### src/pmw_defs.svh
// Timing and encoding constants of the power mode and reset sequencer
`ifndef PMW_DEFS_SVH
`define PMW_DEFS_SVH
`define PMW_CLK_MHZ          200
`define PMW_IRC_START_NS     60000
`define PMW_IRC_WAIT_CYC     4
`define PMW_FLASH_START_NS   100000
`define PMW_IRC_MHZ          12
`define PMW_OSC_WAIT_CYC     4096
`define PMW_RST_CLKS         64
`define PMW_RST_SYNC_STAGES  3
`define PMW_EINT_EDGE_NUM    30
`define PMW_CLKSEL_SYSCLK    1'b0
`define PMW_DIV_RESET        8'h00
`endif

### src/pmw_pkg.sv
// Types shared by the power mode and reset sequencer
package pmw_pkg;
  typedef enum logic [2:0] {
    PMW_RUN       = 3'b000,
    PMW_DSLEEP    = 3'b001,
    PMW_PDOWN     = 3'b010,
    PMW_DPDOWN    = 3'b011,
    PMW_WAKE_OSC  = 3'b100,
    PMW_WAKE_CNT  = 3'b101
  } pmw_state_t;
  typedef enum logic [1:0] {
    PMW_REQ_NONE   = 2'b00,
    PMW_REQ_DSLEEP = 2'b01,
    PMW_REQ_PDOWN  = 2'b10
  } pmw_req_t;
endpackage : pmw_pkg

### src/pmw_sync_if.sv
// Carrier between the sequencer and its synchroniser
interface pmw_sync_if #(parameter int W = 1);
  logic [W-1:0] async_in;
  logic [W-1:0] level;
  logic [W-1:0] changed;
  modport sync (input async_in, output level, output changed);
  modport user (output async_in, input level, input changed);
endinterface : pmw_sync_if

### src/pmw_sync.sv
// Three-stage input synchroniser with agreement of the last two stages
module pmw_sync #(
  parameter int W = 1
) (
  input  wire logic ref_clk,
  input  wire logic reset_n,
  pmw_sync_if.sync  sif
);
  logic [W-1:0] s1_ff;
  logic [W-1:0] s2_ff;
  logic [W-1:0] s3_ff;
  logic [W-1:0] lvl_ff;
  wire  [W-1:0] agree = ~(s2_ff ^ s3_ff);
  wire  [W-1:0] nxt_lvl = (agree & s3_ff) | (~agree & lvl_ff);

  always_ff @(posedge ref_clk or negedge reset_n) begin
    if (!reset_n) begin
      s1_ff  <= '0;
      s2_ff  <= '0;
      s3_ff  <= '0;
      lvl_ff <= '0;
    end else begin
      s1_ff  <= sif.async_in;
      s2_ff  <= s1_ff;
      s3_ff  <= s2_ff;
      lvl_ff <= nxt_lvl;
    end
  end

  assign sif.level   = lvl_ff;
  assign sif.changed = nxt_lvl ^ lvl_ff;
endmodule : pmw_sync

### src/pmw_seq.sv
// Power mode, wake-up and reset sequencer
`include "pmw_defs.svh"
module pmw_seq #(
  parameter int IRQ_W       = 64,
  parameter int EINT_N      = `PMW_EINT_EDGE_NUM,
  parameter int IRC_START_C =
    (`PMW_IRC_START_NS * `PMW_CLK_MHZ + 999) / 1000,
  parameter int FLASH_C     =
    (`PMW_FLASH_START_NS * `PMW_IRC_MHZ + 999) / 1000,
  parameter int OSC_WAIT_C  = `PMW_OSC_WAIT_CYC,
  parameter int DIV_W       = 8,
  parameter int NDIV        = 4
) (
  input  wire logic                   ref_clk,
  input  wire logic                   reset_n,
  input  wire logic                   reset_pin_n,
  input  wire logic                   wdt_reset,
  input  wire logic                   wdt_running,
  input  wire logic                   por_reset,
  input  wire logic                   bod_stage1,
  input  wire logic                   bod_stage2,
  input  wire logic                   osc_running,
  input  wire logic                   flash_init_done,
  input  wire pmw_pkg::pmw_req_t      sleep_req,
  input  wire logic                   main_osc_sel,
  input  wire logic [IRQ_W-1:0]       nested_vector_irq_ctrl_mask,
  input  wire logic [IRQ_W-1:0]       irq_lines,
  input  wire logic                   rtc_enabled,
  input  wire logic                   rtc_irq,
  input  wire logic                   rtc_dpd_req,
  input  wire logic                   rtc_alarm,
  input  wire logic                   keep_32k_osc,
  input  wire logic [EINT_N-1:0]      eint_edge,
  input  wire logic                   eint_level,
  input  wire logic [EINT_N:0]        eint_wake_en,
  input  wire logic                   flash_req,
  output logic                        flash_ready,
  output logic                        chip_reset_n,
  output logic                        boot_addr_zero,
  output logic                        cpu_wake,
  output logic                        cpu_run,
  output logic                        irc_on,
  output logic                        main_osc_on,
  output logic                        clocks_on,
  output logic                        pll_on,
  output logic                        clksel,
  output logic                        div_clear,
  output logic                        flash_pd,
  output logic                        wdt_clk_on,
  output logic                        rtc_clk_on,
  output logic                        osc32k_on,
  output logic                        core_power_on,
  output logic                        bod_irq,
  output logic                        bod_status
);
  import pmw_pkg::*;

  // ----------------------------------------------------------------
  // Reset source combining and release
  // ----------------------------------------------------------------
  localparam int RW = 16;
  logic [`PMW_RST_SYNC_STAGES-1:0] rsync_ff;
  logic [RW-1:0]    rcnt_ff;
  logic             rel_ff;
  logic [RW-1:0]    nxt_rcnt;

  pmw_sync_if #(.W(EINT_N + 4)) sif ();
  pmw_sync #(.W(EINT_N + 4)) u_sync (
    .ref_clk (ref_clk),
    .reset_n (reset_n),
    .sif     (sif)
  );
  assign sif.async_in = {eint_level, eint_edge, rtc_alarm,
                         ~reset_pin_n, bod_stage1};

  wire bod1_s   = sif.level[0];
  wire pin_s    = sif.level[1];
  wire alarm_s  = sif.level[2];
  wire alarm_ev = sif.changed[2] & ~alarm_s;
  wire [EINT_N-1:0] eint_rise = sif.changed[EINT_N+2:3]
                              & ~sif.level[EINT_N+2:3];
  wire eint_lvl_s = sif.level[EINT_N+3];

  wire any_src = pin_s | wdt_reset | por_reset | bod_stage2;
  wire rst_ok  = ~any_src & osc_running & flash_init_done
               & (rcnt_ff == RW'(`PMW_RST_CLKS));

  assign nxt_rcnt = any_src | ~osc_running ? '0 :
                    (rcnt_ff == RW'(`PMW_RST_CLKS)) ? rcnt_ff :
                    rcnt_ff + RW'(1);

  always_ff @(posedge ref_clk or negedge reset_n) begin
    if (!reset_n) begin
      rsync_ff <= '0;
      rcnt_ff  <= '0;
      rel_ff   <= 1'b0;
    end else begin
      rcnt_ff  <= nxt_rcnt;
      rel_ff   <= rst_ok;
      rsync_ff <= any_src ? '0 :
                  {rsync_ff[`PMW_RST_SYNC_STAGES-2:0], rel_ff};
    end
  end

  wire int_rst = ~rsync_ff[`PMW_RST_SYNC_STAGES-1];
  assign chip_reset_n   = ~int_rst;
  assign boot_addr_zero = int_rst;

  // ----------------------------------------------------------------
  // Brownout stage one
  // ----------------------------------------------------------------
  assign bod_irq    = bod1_s;
  assign bod_status = bod1_s;

  // ----------------------------------------------------------------
  // Wake sources and catcher
  // ----------------------------------------------------------------
  logic [IRQ_W-1:0] wmask_ff;
  logic [EINT_N:0]  eint_hit;
  assign eint_hit = {eint_lvl_s, eint_rise} & eint_wake_en;
  wire wic_hit  = |(irq_lines & wmask_ff);
  wire rtc_wake = rtc_enabled & rtc_irq;
  wire any_wake = wic_hit | rtc_wake | (|eint_hit);

  // ----------------------------------------------------------------
  // Mode sequencer
  // ----------------------------------------------------------------
  localparam int CW = 16;
  pmw_state_t st_ff;
  pmw_state_t nxt_st;
  logic [CW-1:0] cnt_ff;
  logic [CW-1:0] nxt_cnt;
  logic [CW-1:0] fcnt_ff;
  logic          from_pd_ff;
  logic          osc32_ff;

  wire [CW-1:0] ds_wait = main_osc_sel ? CW'(OSC_WAIT_C)
                                       : CW'(`PMW_IRC_WAIT_CYC);
  wire cnt_done = (cnt_ff == '0);

  always_comb begin
    nxt_st  = st_ff;
    nxt_cnt = cnt_ff == '0 ? cnt_ff : cnt_ff - CW'(1);
    unique case (st_ff)
      PMW_RUN: begin
        if (rtc_dpd_req) begin
          nxt_st = PMW_DPDOWN;
        end else if (sleep_req == PMW_REQ_PDOWN) begin
          nxt_st = PMW_PDOWN;
        end else if (sleep_req == PMW_REQ_DSLEEP) begin
          nxt_st = PMW_DSLEEP;
        end
      end
      PMW_DSLEEP: begin
        if (any_wake) begin
          nxt_st  = PMW_WAKE_CNT;
          nxt_cnt = ds_wait;
        end
      end
      PMW_PDOWN: begin
        if (any_wake) begin
          nxt_st  = PMW_WAKE_OSC;
          nxt_cnt = CW'(IRC_START_C);
        end
      end
      PMW_DPDOWN: begin
        if (alarm_ev) begin
          nxt_st  = PMW_WAKE_OSC;
          nxt_cnt = CW'(IRC_START_C);
        end
      end
      PMW_WAKE_OSC: begin
        if (cnt_done) begin
          nxt_st  = PMW_WAKE_CNT;
          nxt_cnt = CW'(`PMW_IRC_WAIT_CYC);
        end
      end
      PMW_WAKE_CNT: begin
        if (cnt_done) begin
          nxt_st = PMW_RUN;
        end
      end
      default: begin
        nxt_st = PMW_RUN;
      end
    endcase
  end

  wire enter_low = (st_ff == PMW_RUN) & (nxt_st != PMW_RUN);
  wire enter_pd  = (st_ff == PMW_RUN)
                 & ((nxt_st == PMW_PDOWN) | (nxt_st == PMW_DPDOWN));
  wire sleeping  = (st_ff == PMW_DSLEEP) | (st_ff == PMW_PDOWN)
                 | (st_ff == PMW_DPDOWN);
  wire pd_like   = (st_ff == PMW_PDOWN) | (st_ff == PMW_DPDOWN);
  wire fl_load   = (st_ff == PMW_WAKE_OSC) & from_pd_ff & (fcnt_ff == '0);

  // ----------------------------------------------------------------
  // RC oscillator rate enable for the flash counter
  // ----------------------------------------------------------------
  // Rounded up and restarted on load so flash is never released early
  localparam int DV   = (`PMW_CLK_MHZ + `PMW_IRC_MHZ - 1) / `PMW_IRC_MHZ;
  localparam int DVW  = 8;
  logic [DVW-1:0] dv_ff;
  wire irc_tick = (dv_ff == DVW'(DV - 1));
  always_ff @(posedge ref_clk or negedge reset_n) begin
    if (!reset_n) begin
      dv_ff <= '0;
    end else begin
      dv_ff <= (irc_tick | fl_load) ? '0 : dv_ff + DVW'(1);
    end
  end

  always_ff @(posedge ref_clk or negedge reset_n) begin
    if (!reset_n) begin
      st_ff      <= PMW_RUN;
      cnt_ff     <= '0;
      wmask_ff   <= '0;
      fcnt_ff    <= '0;
      from_pd_ff <= 1'b0;
      osc32_ff   <= 1'b1;
    end else if (int_rst) begin
      st_ff      <= PMW_RUN;
      cnt_ff     <= '0;
      wmask_ff   <= '0;
      fcnt_ff    <= '0;
      from_pd_ff <= 1'b0;
      osc32_ff   <= 1'b1;
    end else begin
      st_ff  <= nxt_st;
      cnt_ff <= nxt_cnt;
      if (enter_low) begin
        wmask_ff <= nested_vector_irq_ctrl_mask;
      end
      if (nxt_st == PMW_DPDOWN && st_ff == PMW_RUN) begin
        osc32_ff <= keep_32k_osc;
      end else if (nxt_st == PMW_RUN) begin
        osc32_ff <= 1'b1;
      end
      if (enter_pd) begin
        from_pd_ff <= 1'b1;
      end else if (fl_load) begin
        fcnt_ff    <= CW'(FLASH_C);
        from_pd_ff <= 1'b0;
      end else if (fcnt_ff != '0 && irc_tick) begin
        fcnt_ff <= fcnt_ff - CW'(1);
      end
    end
  end

  // ----------------------------------------------------------------
  // Flash gating and control outputs
  // ----------------------------------------------------------------
  wire flash_busy = (fcnt_ff != '0) | from_pd_ff | pd_like | int_rst;
  assign flash_ready   = flash_req & ~flash_busy;
  assign flash_pd      = pd_like | from_pd_ff;
  assign cpu_wake      = (st_ff == PMW_DPDOWN) ? alarm_ev
                                               : sleeping & any_wake;
  assign cpu_run       = (st_ff == PMW_RUN) & ~int_rst;
  assign irc_on        = ~pd_like;
  assign main_osc_on   = ~pd_like & ~(st_ff == PMW_DSLEEP);
  assign clocks_on     = ~sleeping;
  assign pll_on        = 1'b0;
  assign clksel        = `PMW_CLKSEL_SYSCLK;
  assign div_clear     = enter_low | int_rst;
  assign wdt_clk_on    = wdt_running & (st_ff != PMW_DPDOWN);
  assign rtc_clk_on    = rtc_enabled;
  assign osc32k_on     = osc32_ff;
  assign core_power_on = st_ff != PMW_DPDOWN;
endmodule : pmw_seq

### config.mk
export PLATFORM = sky130hd
export DESIGN_NAME = pmw_seq
export DESIGN_NICKNAME = d
export VERILOG_FILES = /design/src/pmw_pkg.sv /design/src/pmw_sync_if.sv /design/src/pmw_sync.sv /design/src/pmw_seq.sv
export VERILOG_INCLUDE_DIRS = /design/src /design/src/src
export SDC_FILE = /design/constraint.sdc
export NUM_CORES = 1
export LEC_CHECK = 0
export BUFFER_PORTS_ARGS = -buffer_cell sky130_fd_sc_hd__buf_4
export CAP_MARGIN = 20
export CORE_ASPECT_RATIO = 0.6
export CORE_MARGIN = 5
export CORE_UTILIZATION = 51
export CTS_BUF_LIST = sky130_fd_sc_hd__clkbuf_4
export CTS_CLUSTER_SIZE = 25
export DETAILED_ROUTE_END_ITERATION = 6
export GPL_ROUTABILITY_DRIVEN = 1
export PLACE_DENSITY = 0.81
export SETUP_SLACK_MARGIN = 0.02
export SYNTH_ARGS = -nofsm -noshare
export SYNTH_HDL_FRONTEND = slang
export SYNTH_SLANG_ARGS = --single-unit
### constraint.sdc
create_clock -name ref_clk -period 2.8 [get_ports ref_clk]
set_input_delay 0.56 -clock ref_clk [delete_from_list [all_inputs] [get_ports ref_clk]]
set_output_delay 0.56 -clock ref_clk [all_outputs]
set_load 0.03 [all_outputs]
==> flow_summary.json <==
{
  "clock.fmax_mhz": 297,
  "final_util": 0.704,
  "cts-root-buf": "clkbuf_4",
  "grt_max_degree": 84,
  "wire_per_inst_um": 18.6,
  "rr_worst_depth": 9,
  "drtPass1Iterations": 5,
  "failed_checks": "setup timing",
  "cp_top_family": "simple AND/OR/NAND/NOR gates",
  "synth_cells": 781,
  "max_stage_delay_ns": 0.51,
  "worst_ep_required_time_ns": 2.24,
  "synthTopCellsByArea": "dfrtp_1 (65%), a22o_1 (6.7%), maj3_1 (3.3%)",
  "start_util": 0.514,
  "h-tree-depth": 2,
  "fin_setup_tns_ns": -0.862,
  "hold_slack_ns": 0.0812,
  "wl_um": 27200,
  "synth_cell_type_count": 65,
  "finalHoldViolCount": 0,
  "cp-start-kind": "flop",
  "p_per_area_nw_per_um2": 536,
  "finalSetupViolations": 3,
  "crit_fanout": 2,
  "rows": 40,
  "grt.overflow.total": 0,
  "crit_type": "reg -> out",
  "core_um2": 19900,
  "yosysWarnings": 0,
  "hold_class": "in -> reg",
  "r2r_slack_ns": -0.03,
  "synth_edf_count": 0,
  "period_share": 1.20,
  "clockBufferDepth": 3,
  "grt_pass1_vias": 8355,
  "cts_buffers": 59,
  "grt_use_total": 0.239,
  "worstSkewPairLatency_ns": 0.69,
  "min_period_ns": 3.37,
  "multiInputGateArea_um2": 3610,
  "synthFlopType": "dfrtp_1",
  "syn_to_final_growth_pct": 36.9,
  "clkTransAtPathRegs_ns": 0.09,
  "status": "finished, violations left",
  "routed_via_density": 5.35,
  "ant_nets": 0,
  "placed_area_um2": 12500,
  "final_cell_area_um2": 14000,
  "crit_slowest_cell": "or4_1",
  "numPortBuffers": 224,
  "path_cells": "nand4b_1, nand4_1, or4_1, or4_4, o22ai_4, nand2_2, buf_6",
  "place_hpwl_um": 18200,
  "num_vias": 7811,
  "nNetsFinal": 1351,
  "yosys_register_bits": 265,
  "fillCellCount": 1394,
  "die_area_um2": 23100,
  "crit_path_end_kind": "output port",
  "drtIter0Drc": 475,
  "drv_cap": 0,
  "die_x_um": 193,
  "reg2reg_from": "fcnt_ff[8]",
  "drcViolationCount": 0,
  "ir_drop_uv": 419,
  "synth_area_leader_cell": "dfrtp_1",
  "yosys.area.top_type_share": 0.647,
  "critical_path_arrival_ns": 2.81,
  "startpoint": "u_sync.s3_ff[30]",
  "synthTopCellsByCount": "dfrtp_1 (264), a22o_1 (78), nor2_1 (60), maj3_1 (34), nand4b_1 (31)",
  "syn-cell-area_um2": 10200,
  "routabilityCongestion": 0.838,
  "numClockSinks": 265,
  "p_total_mw": 7.50,
  "antenna_found_initial": 4,
  "rsz0062_at_grt": "true",
  "cp_num_buf_inv": 1,
  "hold_path_end": "wmask_ff[46]",
  "grt_first_pass_wirelength_um": 43400,
  "report.final.slew_viol_count": 0,
  "min_path_cells": 2,
  "die_h_um": 120,
  "r2r-end": "fcnt_ff[3]",
  "final_layout_size_suffix_gt1_frac": 0.353,
  "async_flop_share": 1.00,
  "maxSlewHeadroom": 0.468,
  "setup_ws_ns": -0.566,
  "tritoncts": "built",
  "yosysMostFrequentCell": "dfrtp_1",
  "syn_avg_cell_area_um2": 13.1,
  "min_from": "nested_vector_irq_ctrl_mask[46]",
  "leakagePower_nw": 6.58,
  "tightest_slew_ns": 0.797,
  "ios": 227,
  "seqCellArea_um2": 6630,
  "finClkSkew_ns": 0.0416,
  "ys_seq_area_frac": 0.649
}
==> layer usage <==
| layer | GRT usage | vias to the layer above | routed length, µm |
|---|---|---|---|
| met3 | 0.0683 | 49 | 2150 |
| met2 | 0.358 | 288 | 12400 |
| met1 | 0.337 | 3812 | 12000 |
| li1 | - | 3660 | - |
| met5 | 0 | - | 20 |
| met4 | 0.0797 | 2 | 631 |
==> worst max path at each step <==
stage	cells after the start	endpoint	slack (ns)
6_report	7	cpu_wake	-0.57
2_1_floorplan	9	fcnt_ff[9]	0.09
3_5_place_dp	8	cpu_wake	-0.53
3_3_place_gp	8	cpu_wake	-0.48
4_1_cts	7	cpu_wake	-0.71
5_1_grt	7	cpu_wake	-0.73
==> timing repair <==
action / 4_1_cts / 5_1_grt
pin swaps: 13 / 13
hold endpoints to repair: 109 / 0
setup buffers: 6 / 7
resized for setup: 29 / 12
cloned: 0 / 1
hold buffers: 35 / 0
endpoints found under the setup margin: 28 / 95
==> layout by cell type, fill, tap and decap left out, types with 25 or more instances in the layout <==
cell type and instances:
buf_4 273, dfrtp_1 263, clkbuf_4 88, xnor2_1 26, nand4b_1 31, nor2_1 59
a22o_1 78, dlygate4sd3_1 35, maj3_1 34, nand2_1 25
==> state kept, by name, indices dropped and copies added, names as in the netlist, named ones only <==
| register | cells |
|---|---|
| rel_ff | 1 |
| u_sync.sif.level | 31 |
| cnt_ff | 16 |
| rcnt_ff | 16 |
| u_sync.s2_ff | 34 |
| st_ff | 3 |
| osc32k_on | 1 |
| u_sync.s1_ff | 34 |
| dv_ff | 8 |
| u_sync.s3_ff | 34 |
| wmask_ff | 64 |
| fcnt_ff | 16 |
| rsync_ff | 3 |
| from_pd_ff | 1 |
==> cells by family after synthesis <==
kind of cell               after synthesis  synth area share
buffers and inverters                   45            0.0189
adders and majority gates               42            0.0431
and+or+nand+nor                        222             0.123
muxes                                    2           0.00208
other                                    1          0.000367
AOI/OAI and AO/OA                      166             0.131
xor gates and xnor gates                38            0.0326
DFF                                    265             0.649
==> metrics by stage <==
stage	setup slack [ns]	instances
after CTS	-0.710	1448
after global placement	-0.477	1297
after global routing	-0.728	1459
after detailed placement	-0.534	1297
after floorplan	0.0887	782
final	-0.566	1459
==> area by class of cell <==
cell class | count | share of cell area
sequential | 265 | 0.474
multi-input combinational | 473 | 0.258
timing repair buffer | 320 | 0.185
clock buffer | 88 | 0.0472
tap | 273 | 0.0244
clock inverter | 22 | 0.00662
inverter | 15 | 0.00402
antenna | 3 | 0.000537
==> where the power goes <==
part | internal (mW) | switching, mW
Combinational | 0.322 | 0.209
Clock | 1.45 | 1.50
Sequential | 3.95 | 0.0705
Note: power is estimated with default switching activity, not from simulation.
